[src/logic/exc_pkg.sv]
package exc_pkg;

  // ----------------------------------------------------------------------
  // Sizes and data space map.
  // ----------------------------------------------------------------------
  localparam int NSRC = 8;
  localparam int SRC_W = 3;
  localparam logic [15:0] REGFILE_BYTES = 16'h0020;
  localparam logic [15:0] STD_IO_BYTES = 16'h0040;
  localparam logic [15:0] EXT_IO_BYTES = 16'h00a0;
  localparam logic [15:0] SRAM_START = REGFILE_BYTES + STD_IO_BYTES
                                       + EXT_IO_BYTES;
  localparam logic [15:0] SRAM_END = 16'h02ff;
  localparam logic [15:0] SP_RESET = SRAM_END;
  localparam logic [15:0] SP_USED_MASK = 16'h03ff;
  localparam logic [15:0] SP_STEP_ONE = 16'h0001;
  localparam logic [15:0] SP_STEP_TWO = 16'h0002;

  // ----------------------------------------------------------------------
  // Vectors, status bits and timing.
  // ----------------------------------------------------------------------
  localparam logic [15:0] RESET_VECTOR = 16'h0000;
  localparam logic [15:0] VECTOR_STEP = 16'h0001;
  localparam int GIE_BIT = 7;
  localparam logic [7:0] STATUS_RESET = 8'h00;
  localparam int ENTRY_CYCLES = 4;
  localparam int VECTOR_JUMP_CYCLES = 3;
  localparam int RETURN_CYCLES = 4;
  localparam logic [2:0] WAKE_CYCLES = 3'h4;

  // ----------------------------------------------------------------------
  // Register bus map.
  // ----------------------------------------------------------------------
  localparam int ADDR_W = 8;
  localparam logic [7:0] OFS_SP_LOW = 8'h00;
  localparam logic [7:0] OFS_SP_HIGH = 8'h04;
  localparam logic [7:0] OFS_STATUS = 8'h08;
  localparam logic [7:0] OFS_ENABLE = 8'h0c;
  localparam logic [7:0] OFS_FLAGS = 8'h10;
  localparam logic [7:0] OFS_LEVEL_SEL = 8'h14;
  localparam logic [7:0] OFS_STATE = 8'h18;
  localparam logic [7:0] ENABLE_RESET = 8'h00;
  localparam logic [7:0] LEVEL_SEL_RESET = 8'h00;
  localparam logic [1:0] RESP_OKAY = 2'b00;
  localparam logic [1:0] RESP_SLVERR = 2'b10;

  // ----------------------------------------------------------------------
  // Types.
  // ----------------------------------------------------------------------
  typedef enum logic [2:0] {
    OP_OTHER = 3'h0, OP_PUSH = 3'h1, OP_CALL = 3'h2, OP_RET = 3'h3,
    OP_RETURN_FROM_INTERRUPT_INSTR = 3'h4, OP_SEI = 3'h5, OP_CLI = 3'h6
  } core_op_t;

  typedef enum logic [3:0] {
    ST_IDLE = 4'h0, ST_WAKE = 4'h1, ST_EN1 = 4'h3, ST_EN2 = 4'h2,
    ST_EN3 = 4'h6, ST_EN4 = 4'h7, ST_RT1 = 4'h5, ST_RT2 = 4'h4,
    ST_RT3 = 4'hc, ST_RT4 = 4'hd
  } exc_state_t;

  typedef struct packed {
    logic valid;
    core_op_t op;
    logic [7:0] data;
    logic [15:0] pc;
  } core_cmd_t;

  typedef struct packed {
    logic we;
    logic re;
    logic [15:0] addr;
    logic [7:0] wdata;
  } stack_port_t;

  typedef struct packed {
    logic valid;
    logic [15:0] addr;
  } pc_load_t;

endpackage

[src/logic/cpu_interrupt_entry_and_stack.sv]
// Contract
// - Stack grows down, pointer marks top.
// - Push stores one byte, pointer minus one.
// - Call or interrupt pushes PC, pointer minus two.
// - Return pops PC, pointer plus two.
// - Pointer held in two readable writable bytes.
// - Core clock used undivided.
// - Distinct low vectors, lower address wins.
// - Take only with own and global enable.
// - Entry clears global enable.
// - Setting global enable in handler allows nesting.
// - Entry clears the served source's flag; a level-selected source keeps its flag.
// - Writing one clears flag, zero keeps it.
// - Flags stay latched while globally disabled.
// - Level requests only while condition holds.
// - One main instruction runs after return.
// - Status register never saved automatically.
// - Global disable acts at once.
// - Instruction after enable runs before interrupt.
// - Entry takes four cycles pushing PC.
// - Multi-cycle instruction finishes before entry.
// - Wake from sleep adds four cycles.
// - Return takes four cycles, sets global enable.
// - Data space map puts stack in SRAM.
//
// Implementation choices: the placing of the registers and register access over AXI4-Lite.
module cpu_interrupt_entry_and_stack
  import exc_pkg::*;
(
  // Clock and reset.
  input wire logic aclk,
  input wire logic aresetn,
  // Register bus.
  input wire logic [ADDR_W-1:0] awaddr,
  input wire logic [2:0] awprot,
  input wire logic awvalid,
  output logic awready,
  input wire logic [31:0] wdata,
  input wire logic [3:0] wstrb,
  input wire logic wvalid,
  output logic wready,
  output logic [1:0] bresp,
  output logic bvalid,
  input wire logic bready,
  input wire logic [ADDR_W-1:0] araddr,
  input wire logic [2:0] arprot,
  input wire logic arvalid,
  output logic arready,
  output logic [31:0] rdata,
  output logic [1:0] rresp,
  output logic rvalid,
  input wire logic rready,
  // Core side.
  input wire core_cmd_t core_cmd,
  input wire logic core_sleep,
  output logic core_busy,
  output pc_load_t vector,
  output pc_load_t ret_pc,
  output logic global_enable,
  // Stack memory.
  output stack_port_t stack,
  input wire logic [7:0] stack_rdata,
  // Interrupt sources.
  input wire logic [NSRC-1:0] src_event,
  input wire logic [NSRC-1:0] src_level
);

  // ----------------------------------------------------------------------
  // Functions.
  // ----------------------------------------------------------------------
  function automatic logic [SRC_W-1:0] first_one(
    input logic [NSRC-1:0] v
  );
    first_one = '0;
    for (int i = NSRC - 1; i >= 0; i--) begin
      if (v[i]) begin
        first_one = SRC_W'(i);
      end
    end
  endfunction

  function automatic logic reg_hit(input logic [ADDR_W-1:0] a);
    reg_hit = (a == OFS_SP_LOW) || (a == OFS_SP_HIGH) ||
              (a == OFS_STATUS) || (a == OFS_ENABLE) ||
              (a == OFS_FLAGS) || (a == OFS_LEVEL_SEL) ||
              (a == OFS_STATE);
  endfunction

  // ----------------------------------------------------------------------
  // State.
  // ----------------------------------------------------------------------
  exc_state_t state, next_state;
  logic [15:0] sp, next_sp;
  logic [7:0] status_register, next_status;
  logic [NSRC-1:0] enable, flags, level_sel;
  logic [NSRC-1:0] hw_clr, next_flags;
  logic [SRC_W-1:0] src_q, next_src;
  logic [15:0] pc_q, next_pc_q;
  logic [7:0] hi_q, next_hi;
  logic is_irq, next_irq, is_return_from_interrupt_instr, next_return_from_interrupt_instr;
  logic [2:0] wake_cnt, next_wake;
  stack_port_t next_stack;
  pc_load_t next_vector, next_ret;
  logic aw_hold, w_hold;
  logic [ADDR_W-1:0] aw_addr_q;
  logic [7:0] w_byte_q;
  logic w_lane_q;

  // ----------------------------------------------------------------------
  // Register bus decode.
  // ----------------------------------------------------------------------
  wire aw_fire = awvalid & awready;
  wire w_fire = wvalid & wready;
  wire ar_fire = arvalid & arready;
  wire [ADDR_W-1:0] wr_addr = aw_hold ? aw_addr_q : awaddr;
  wire [7:0] wr_byte = w_hold ? w_byte_q : wdata[7:0];
  wire wr_lane = w_hold ? w_lane_q : wstrb[0];
  wire wr_go = (aw_hold | aw_fire) & (w_hold | w_fire) & ~bvalid;
  wire wr_en = wr_go & wr_lane & reg_hit(wr_addr);
  wire wr_sp_low = wr_en & (wr_addr == OFS_SP_LOW);
  wire wr_sp_high = wr_en & (wr_addr == OFS_SP_HIGH);
  wire wr_status = wr_en & (wr_addr == OFS_STATUS);
  wire wr_enable = wr_en & (wr_addr == OFS_ENABLE);
  wire wr_flags = wr_en & (wr_addr == OFS_FLAGS);
  wire wr_level = wr_en & (wr_addr == OFS_LEVEL_SEL);
  wire [NSRC-1:0] bus_clr = wr_flags ? wr_byte : '0;

  wire [7:0] rd_byte =
    (araddr == OFS_SP_LOW) ? sp[7:0] :
    (araddr == OFS_SP_HIGH) ? sp[15:8] :
    (araddr == OFS_STATUS) ? status_register :
    (araddr == OFS_ENABLE) ? enable :
    (araddr == OFS_FLAGS) ? flags :
    (araddr == OFS_LEVEL_SEL) ? level_sel :
    (araddr == OFS_STATE) ? {1'b0, src_q, state} : 8'h00;

  // ----------------------------------------------------------------------
  // Request qualification and arbitration.
  // ----------------------------------------------------------------------
  wire gie = status_register[GIE_BIT];
  wire [NSRC-1:0] raw_req = (level_sel & src_level)
                            | (~level_sel & flags);
  wire [NSRC-1:0] req = raw_req & enable & {NSRC{gie}};
  wire any_req = |req;
  wire [SRC_W-1:0] pick = first_one(req);
  wire is_op_other = core_cmd.valid & (core_cmd.op == OP_OTHER);
  wire is_op_cli = core_cmd.valid & (core_cmd.op == OP_CLI);
  wire is_op_sei = core_cmd.valid & (core_cmd.op == OP_SEI);
  // Entry only at the end of a finished plain instruction, or in sleep.
  wire take_now = (state == ST_IDLE) & any_req
                  & is_op_other;
  wire take_wake = (state == ST_IDLE) & any_req & core_sleep & ~core_cmd.valid;
  wire take = take_now | take_wake;
  wire [15:0] sp_bus = {wr_sp_high ? wr_byte : sp[15:8],
                        wr_sp_low ? wr_byte : sp[7:0]};
  wire [15:0] vec_addr = ({13'h0, src_q} + 16'h0001) * VECTOR_STEP;

  // ----------------------------------------------------------------------
  // Sequencer.
  // ----------------------------------------------------------------------
  always_comb begin
    next_state = state;
    next_sp = sp_bus;
    next_status = wr_status ? wr_byte : status_register;
    next_src = src_q;
    next_pc_q = pc_q;
    next_hi = hi_q;
    next_irq = is_irq;
    next_return_from_interrupt_instr = is_return_from_interrupt_instr;
    next_wake = wake_cnt;
    hw_clr = '0;
    next_stack = '0;
    next_vector = '0;
    next_ret = '0;
    case (state)
      ST_IDLE: begin
        if (is_op_sei) begin
          next_status[GIE_BIT] = 1'b1;
        end
        if (is_op_cli) begin
          next_status[GIE_BIT] = 1'b0;
        end
        if (take) begin
          next_status[GIE_BIT] = 1'b0;
          next_src = pick;
          next_irq = 1'b1;
          next_pc_q = core_cmd.pc;
          hw_clr[pick] = ~level_sel[pick];
          next_wake = '0;
          next_state = take_wake ? ST_WAKE : ST_EN1;
        end else if (core_cmd.valid) begin
          case (core_cmd.op)
            OP_PUSH: begin
              next_stack.we = 1'b1;
              next_stack.addr = sp;
              next_stack.wdata = core_cmd.data;
              next_sp = (sp - SP_STEP_ONE) & SP_USED_MASK;
            end
            OP_CALL: begin
              next_irq = 1'b0;
              next_pc_q = core_cmd.pc;
              next_state = ST_EN1;
            end
            OP_RET, OP_RETURN_FROM_INTERRUPT_INSTR: begin
              next_return_from_interrupt_instr = (core_cmd.op == OP_RETURN_FROM_INTERRUPT_INSTR);
              next_state = ST_RT1;
            end
            default: begin
              next_state = ST_IDLE;
            end
          endcase
        end
      end
      ST_WAKE: begin
        next_wake = wake_cnt + 3'h1;
        if (next_wake == WAKE_CYCLES) begin
          next_state = ST_EN1;
        end
      end
      ST_EN1: begin
        next_stack.we = 1'b1;
        next_stack.addr = sp;
        next_stack.wdata = pc_q[7:0];
        next_state = ST_EN2;
      end
      ST_EN2: begin
        next_stack.we = 1'b1;
        next_stack.addr = (sp - SP_STEP_ONE) & SP_USED_MASK;
        next_stack.wdata = pc_q[15:8];
        next_state = ST_EN3;
      end
      ST_EN3: begin
        next_sp = (sp - SP_STEP_TWO) & SP_USED_MASK;
        next_state = is_irq ? ST_EN4 : ST_IDLE;
      end
      ST_EN4: begin
        next_vector.valid = 1'b1;
        next_vector.addr = vec_addr;
        next_state = ST_IDLE;
      end
      ST_RT1: begin
        next_stack.re = 1'b1;
        next_stack.addr = (sp + SP_STEP_ONE) & SP_USED_MASK;
        next_state = ST_RT2;
      end
      ST_RT2: begin
        next_stack.re = 1'b1;
        next_stack.addr = (sp + SP_STEP_TWO) & SP_USED_MASK;
        next_state = ST_RT3;
      end
      ST_RT3: begin
        next_hi = stack_rdata;
        next_state = ST_RT4;
      end
      ST_RT4: begin
        next_ret.valid = 1'b1;
        next_ret.addr = {hi_q, stack_rdata};
        next_sp = (sp + SP_STEP_TWO) & SP_USED_MASK;
        if (is_return_from_interrupt_instr) begin
          next_status[GIE_BIT] = 1'b1;
        end
        next_state = ST_IDLE;
      end
      default: begin
        next_state = ST_IDLE;
      end
    endcase
  end

  assign next_flags = (flags & ~bus_clr & ~hw_clr)
                      | src_event;

  // ----------------------------------------------------------------------
  // Core state registers.
  // ----------------------------------------------------------------------
  always_ff @(posedge aclk) begin
    if (!aresetn) begin
      state <= ST_IDLE;
      sp <= SP_RESET;
      status_register <= STATUS_RESET;
      global_enable <= 1'b0;
      enable <= ENABLE_RESET;
      level_sel <= LEVEL_SEL_RESET;
      flags <= '0;
      src_q <= '0;
      pc_q <= RESET_VECTOR;
      hi_q <= 8'h00;
      is_irq <= 1'b0;
      is_return_from_interrupt_instr <= 1'b0;
      wake_cnt <= 3'h0;
      stack <= '0;
      vector <= '0;
      ret_pc <= '0;
      core_busy <= 1'b0;
    end else begin
      state <= next_state;
      sp <= next_sp & SP_USED_MASK;
      status_register <= next_status;
      global_enable <= next_status[GIE_BIT];
      enable <= wr_enable ? wr_byte : enable;
      level_sel <= wr_level ? wr_byte : level_sel;
      flags <= next_flags;
      src_q <= next_src;
      pc_q <= next_pc_q;
      hi_q <= next_hi;
      is_irq <= next_irq;
      is_return_from_interrupt_instr <= next_return_from_interrupt_instr;
      wake_cnt <= next_wake;
      stack <= next_stack;
      vector <= next_vector;
      ret_pc <= next_ret;
      core_busy <= (next_state != ST_IDLE);
    end
  end

  // ----------------------------------------------------------------------
  // Register bus write channel.
  // ----------------------------------------------------------------------
  always_ff @(posedge aclk) begin
    if (!aresetn) begin
      awready <= 1'b1;
      wready <= 1'b1;
      aw_hold <= 1'b0;
      w_hold <= 1'b0;
      aw_addr_q <= '0;
      w_byte_q <= 8'h00;
      w_lane_q <= 1'b0;
      bvalid <= 1'b0;
      bresp <= RESP_OKAY;
    end else begin
      if (aw_fire) begin
        aw_addr_q <= awaddr;
        awready <= 1'b0;
      end else if (bvalid & bready) begin
        awready <= 1'b1;
      end
      if (w_fire) begin
        w_byte_q <= wdata[7:0];
        w_lane_q <= wstrb[0];
        wready <= 1'b0;
      end else if (bvalid & bready) begin
        wready <= 1'b1;
      end
      if (wr_go) begin
        aw_hold <= 1'b0;
        w_hold <= 1'b0;
        bvalid <= 1'b1;
        bresp <= reg_hit(wr_addr) ? RESP_OKAY : RESP_SLVERR;
      end else begin
        aw_hold <= aw_hold | aw_fire;
        w_hold <= w_hold | w_fire;
        if (bready) begin
          bvalid <= 1'b0;
        end
      end
    end
  end

  // ----------------------------------------------------------------------
  // Register bus read channel.
  // ----------------------------------------------------------------------
  always_ff @(posedge aclk) begin
    if (!aresetn) begin
      arready <= 1'b1;
      rvalid <= 1'b0;
      rdata <= 32'h0000_0000;
      rresp <= RESP_OKAY;
    end else begin
      if (ar_fire) begin
        arready <= 1'b0;
        rvalid <= 1'b1;
        rdata <= {24'h00_0000, rd_byte};
        rresp <= reg_hit(araddr) ? RESP_OKAY : RESP_SLVERR;
      end else if (rvalid & rready) begin
        arready <= 1'b1;
        rvalid <= 1'b0;
      end
    end
  end

endmodule

[config.mk]
export PLATFORM = sky130hd
export DESIGN_NAME = cpu_interrupt_entry_and_stack
export DESIGN_NICKNAME = d
export VERILOG_FILES = /design/src/logic/exc_pkg.sv /design/src/logic/cpu_interrupt_entry_and_stack.sv
export SDC_FILE = /design/constraint.sdc
export NUM_CORES = 1
export LEC_CHECK = 0
export CAP_MARGIN = 10
export CORE_UTILIZATION = 60
export DETAILED_ROUTE_END_ITERATION = 7
export DONT_BUFFER_PORTS = 1
export GPL_ROUTABILITY_DRIVEN = 1
export GPL_TIMING_DRIVEN = 0
export HOLD_SLACK_MARGIN = 0.15
export PLACE_DENSITY = 0.76
export SLEW_MARGIN = 20
export SYNTH_ARGS = -nofsm -noshare
export SYNTH_HDL_FRONTEND = slang
export SYNTH_SLANG_ARGS = --single-unit
[constraint.sdc]
create_clock -name aclk -period 2.6 [get_ports aclk]
set_input_delay 0.52 -clock aclk [delete_from_list [all_inputs] [get_ports aclk]]
set_output_delay 0.52 -clock aclk [all_outputs]
set_load 0.05 [all_outputs]
### Word level (Yosys, flattened, before mapping)

Cells that the tools add are included.

| cells by class | value |
|---|---|
| mux-type cells | 75 |
| order comparisons | 2 |
| reductions and logical operators | 36 |
| add/subtract/negate cells | 6 |
| equality and inequality tests | 29 |
| bitwise operators | 42 |

Operator list:

| cell | number |
|---|---|
| 2-to-1 mux 8 bit | 13 |
| case mux 16 bit (5 select lines) | 1 |
| AND 8 bit | 7 |
| equality test 8 x 5 -> 1 bit, second input constant | 6 |
| 2-to-1 mux 16 bit | 3 |
| 2-to-1 mux 24 bit | 2 |
| 2-to-1 mux 17 bit | 2 |
| equality test 8 x 4 -> 1 bit, second input constant | 4 |
| case mux 4 bit (8 select lines) | 1 |
| 2-to-1 mux 10 bit | 3 |
| 2-to-1 mux 3 bit | 10 |
| case mux 10 bit (3 select lines) | 1 |
| NOT 8 bit | 3 |
| case mux 8 bit (3 select lines) | 1 |
| 2-to-1 mux 1 bit | 23 |
| AND 1 bit | 22 |
| 2-to-1 mux 18 bit | 1 |
| equality test 4 x 3 -> 1 bit, second input constant | 4 |
| equality test 8 x 3 -> 1 bit, second input constant | 2 |
| zero test 8 bit | 2 |
| bitwise OR 8 bit | 2 |
| nonzero test 2 bit | 7 |
| equality test 3 bit, second input constant | 4 |
| logical OR 1 bit | 12 |
| other kinds (33) | 54 |

| word-level totals | value |
|---|---|
| register bits | 175 |
| output and inout port bits | 103 |

### Longest topological paths before layout

| logic depth | value |
|---|---|
| depth after elaboration | 23 |
| mapped depth | 10 |
| depth with buffers taken out | 8 |

### Worst setup path before layout

OpenSTA, ideal clock, no wires.

| path | value |
|---|---|
| path type | reg-to-reg |
| start | register sp[1] |
| end | register sp[7] |
| setup slack | 226 ps |
| required time | 2518 ps |
| cell stages (with the launch flop) | 11 |
| period minus slack after synthesis | 2374 ps |
| setup time | 82 ps |
| data arrival time | 2293 ps |
| cell sequence | dfxtp_1 -> clkbuf_1 -> inv_1 -> ha_1 -> or3b_1 -> clkbuf_1 -> or4b_1 -> xnor2_1 -> nand2_1 -> a31o_1 -> o2111ai_1 |

| on the way | value |
|---|---|
| cells in the longest elaborated chain, start to end | 5 |
| elaborated cells between the ends (all ways) | 7 |

Ends and longest elaborated chain:

| element | line | source |
|---|---|---|
| start, declared | cpu_interrupt_entry_and_stack.sv:93 | `logic [15:0] sp, next_sp;` |
| start signal, assigned | cpu_interrupt_entry_and_stack.sv:297 | `sp <= next_sp & SP_USED_MASK;` |
| subtractor 10 x 1 -> 10 bit | cpu_interrupt_entry_and_stack.sv:197 | `next_sp = (sp - SP_STEP_ONE) & SP_USED_MASK;` |
| 2-to-1 mux 10 bit | cpu_interrupt_entry_and_stack.sv:192 | `case (core_cmd.op)` |
| 2-to-1 mux 10 bit | cpu_interrupt_entry_and_stack.sv:191 | `end else if (core_cmd.valid) begin` |
| 2-to-1 mux 10 bit | cpu_interrupt_entry_and_stack.sv:183 | `if (take) begin` |
| case mux 10 bit (3 select lines) (*) | cpu_interrupt_entry_and_stack.sv:175 | `case (state)` |

Every way passes the cells marked *; elsewhere a longest branch is shown, timed or not.
A chain may end at the register's enable or synchronous reset.

### Final worst setup path

| path | value |
|---|---|
| start | register status_register[7] |
| end | register flags[7] |

| on the way | value |
|---|---|
| cells in the longest elaborated chain, start to end | 19 |
| elaborated cells between the ends (all ways) | 29 |

Ends and longest elaborated chain:

| element | line | source |
|---|---|---|
| start, declared | cpu_interrupt_entry_and_stack.sv:94 | `logic [7:0] status_register, next_status;` |
| start signal, assigned | cpu_interrupt_entry_and_stack.sv:298 | `status_register <= next_status;` |
| AND 8 bit (*) | cpu_interrupt_entry_and_stack.sv:143 | `wire [NSRC-1:0] req = raw_req & enable & {NSRC{gie}};` |
| 2-to-1 mux 3 bit (8 in series) | cpu_interrupt_entry_and_stack.sv:76 | `if (v[i]) begin` |
| < comparator 3 x 4 -> 1 bit (not written as such) or >= comparator 3 x 1 -> 1 bit (tied branches) | cpu_interrupt_entry_and_stack.sv:188 | `hw_clr[pick] = ~level_sel[pick];` |
| logical AND 1 bit (not written as such) | cpu_interrupt_entry_and_stack.sv:188 |  |
| 2-to-1 mux 1 bit (not written as such) | cpu_interrupt_entry_and_stack.sv:188 |  |
| demux 1 bit (select 3 bit) | cpu_interrupt_entry_and_stack.sv:188 |  |
| AND 8 bit (no line) | -- |  |
| 2-to-1 mux 8 bit (*) | cpu_interrupt_entry_and_stack.sv:183 |  |
| 2-to-1 mux 8 bit (*) | cpu_interrupt_entry_and_stack.sv:175 |  |
| NOT 8 bit (*) | cpu_interrupt_entry_and_stack.sv:270 | `assign next_flags = (flags & ~bus_clr & ~hw_clr)` |
| AND 8 bit (*) | cpu_interrupt_entry_and_stack.sv:270 |  |
| bitwise OR 8 bit (*) | cpu_interrupt_entry_and_stack.sv:271 | `\| src_event;` |
| end signal, assigned | cpu_interrupt_entry_and_stack.sv:302 | `flags <= next_flags;` |
| end, declared | cpu_interrupt_entry_and_stack.sv:95 | `logic [NSRC-1:0] enable, flags, level_sel;` |

Every way passes the cells marked *; elsewhere a longest branch is shown, timed or not. The select of a mux whose other input is x is not followed.

==> out/metrics.yaml <==
status: "finished, final reports clean"
slew_viol_final: 0
crit_type: "reg -> reg"
synthTopCellsByCount: "dfxtp_1 (155), nand2_1 (125), a21oi_1 (90), nor2_1 (76), o21ai_0 (50)"
slowest_delay_ns: 0.62
end_kind: "flip-flop"
synth_most_common_cell: "dfxtp_1"
rsz0062_at_grt: "no"
cpMaxStageDelayCell: "a2111oi_2"
worstPathRequired_ns: 2.88
yosys_register_bits: 155
clkLatencyLatePin_ns: 0.43
ys_types: 90
design_area_um2: 9330
crit_fanout: 10
placement_rows: 42
synth.yosys.seq_area_share: 0.379
swShare: 0.339
intPower_uw: 4540
p_sw_uw: 2330
post_drt_via_cell_ratio: 6.18
critPathBufInv: 1
die_area_um2: 14100
htreeDepth: 4
routabilityCongestion: 0.959
ys_async_sr_fraction: 0
core_um2: 13300
routed_wl_mm: 24.0
grt_max_degree: 17
place_hpwl_mm: 17.3
start_kind: "flip-flop"
grtUsageTotal: 0.341
grt_pass1_wl_mm: 37.7
drt-wirelength-per-cell_um: 19.5
p_per_area_nw_per_um2: 737
grt_pass1_vias: 7141
finalHoldViolCount: 0
finalSetupViolations: 0
synth_area_per_cell_um2: 8.35
dieHeight_um: 119
antenna_found_initial: 0
n_fill_cell: 1110
portBuffers: 0
netlist_top_cells_area: "dfxtp_1 (38%), nand2_1 (5.7%), a21oi_1 (5.5%)"
p_seq_frac: 0.409
synthFlopType: "dfxtp_1"
cp.arrival_ns: 2.79
p_leak_uw: 0.00361
fmax_ghz: 0.399
netlist_area_um2: 8180
p_comb_frac: 0.210
postPlaceCellArea_um2: 8560
hold_buffers: 0
nets: 1172
critPathTopFamily: "compound AO/OA/AOI/OAI gates"
drtIter0Drc: 1034
dr.pass1.iters: 6
synth_top_area_cell: "dfxtp_1"
synthesis.instances: 980
pwr-share-clk: 0.381
grt_overflow: 0
timing.final.crit_period_ns: 2.50
area_delta_synth_final_pct: 14.1
cts_tree: "done"
initial_core_util: 0.615
clkTransAtPathRegs_ns: 0.06
skew_ns: 0.00805
finalCritPeriodShare: 0.963
root_buffer: "clkbuf_16"
slew_headroom: 0.242
maxCapViolations: 0
worst-slew-pin-transition_ns: 1.12
synth_top_cell_area_share: 0.379
worstPathCellList: "buf_2, nand2_1, o22ai_2, nor4_1, a2111oi_2, a211oi_1"
antenna_cells: 0
hp-class: "in -> reg"
peakVddDrop_v: 0.000475
antenna_left: 0
io-pin-count: 221
clock-sinks: 155
drive_gt1_frac: 0.164
vias: 7631
synthesis.yosys.warnings: 0
drc: 0
die_x_um: 119
holdWs_ns: 0.202
numCtsBuffers: 17
clk_path_buf_depth: 2
synth_enable_flop_cells: 0
==> power by group through the flow <==
stage / sequential [µW] / combinational (µW) / clock, µW
after global routing: 2820 / 1560 / 2730
after floorplan: 2810 / 1090 / 0
after CTS: 2800 / 1380 / 2620
after detailed placement: 2840 / 1380 / 0
final: 2810 / 1450 / 2620
after global placement: 2830 / 1380 / 0
==> timing repair <==
| item | in CTS | in global routing |
|---|---|---|
| endpoints found under the setup margin | 9 | 53 |
| gates resized for setup | 9 | 26 |
| setup buffers | 3 | 5 |
| pin swaps | 3 | 3 |
==> worst register-to-register path: stages (launching register included) <==
cell	delay [ns]
dfxtp_2	0.50
buf_2	0.29
nand2_1	0.15
o22ai_2	0.42
nor4_1	0.21
a2111oi_2	0.63
a211oi_1	0.16
==> path summary, 6_finish.rpt <==
kind | start | endpoint | slack, ns | cells past startpoint
setup / recovery | status_register[7] | flags[7] | 0.1 | 6
hold / removal | stack_rdata[7] | ret_pc[7] | 0.20 | 1
setup reg to reg | status_register[7] | flags[7] | 0.1 | 6
hold reg to reg | hi_q[0] | hi_q[0] | 0.45 | 2
==> logic make-up after synthesis <==
group | synth area share
buf+inv | 0.0777
mux | 0.0737
other cells | 0.000458
simple gates | 0.228
fa+ha+maj | 0.0122
flops | 0.379
compound gates | 0.216
xor+xnor | 0.0118
==> cell usage in the layout (no fill, tap or decap), types with 5 or more instances in the layout <==
cell type,instances
a211oi_1,14
a21oi_1,90
a221oi_1,9
a222oi_1,13
a31oi_1,10
and2_1,26
and3_1,6
buf_2,11
buf_4,56
clkbuf_1,37
clkbuf_16,17
conb_1,44
dfxtp_1,151
ha_1,7
inv_1,8
mux2_2,18
mux2i_1,34
nand2_1,125
nand2b_1,14
nand3_1,36
nor2_1,75
nor3_1,20
o211ai_1,6
o21ai_0,50
o21ai_1,5
o221ai_1,5
o22ai_1,10
or2_2,6
xnor2_1,6
==> area by class of cell <==
cell class,count,area (µm²),share of cell area
Multi-Input combinational cell,750,4690,0.503
Sequential cell,155,3110,0.333
Buffer,104,599,0.0642
Clock buffer,19,453,0.0485
Tap cell,176,220,0.0236
Clock inverter,13,161,0.0173
Timing Repair Buffer,8,60.1,0.00643
Inverter,10,37.5,0.00402
==> sequential cells by signal (all words and copies together) (netlist names), 4 cells and up <==
name	flops
enable	8
sp	10
flags	8
hi_q	8
state	4
status_register	8
w_byte_q	8
stack	20
rdata	8
aw_addr_q	8
ret_pc	17
level_sel	8
pc_q	16
vector	5
==> through the flow <==
| stage | setup WS [ns] | total power (µW) | std cells | utilization | setup TNS [ns] |
|---|---|---|---|---|---|
| final | 0.0967 | 6880 | 1235 | 0.702 | 0 |
| after CTS | 0.00242 | 6800 | 1233 | 0.693 | 0 |
| after global routing | 0.000876 | 7110 | 1235 | 0.702 | 0 |
| after floorplan | 0.226 | 3900 | 1023 | - | 0 |
| after global placement | -0.269 | 4210 | 1199 | 0.644 | -1.14 |
| after detailed placement | -0.249 | 4220 | 1199 | 0.644 | -1.09 |
==> layer usage <==
metal	wire (µm)	vias to the layer above	share of wire	GRT usage
met5	0	-	0	0
met4	830	0	0.035	0.154
met3	2720	72	0.11	0.0912
met2	10500	487	0.44	0.514
met1	9980	3466	0.42	0.455
li1	-	3606	-	-
No activity file was read; power rests on OpenSTA's default activity.
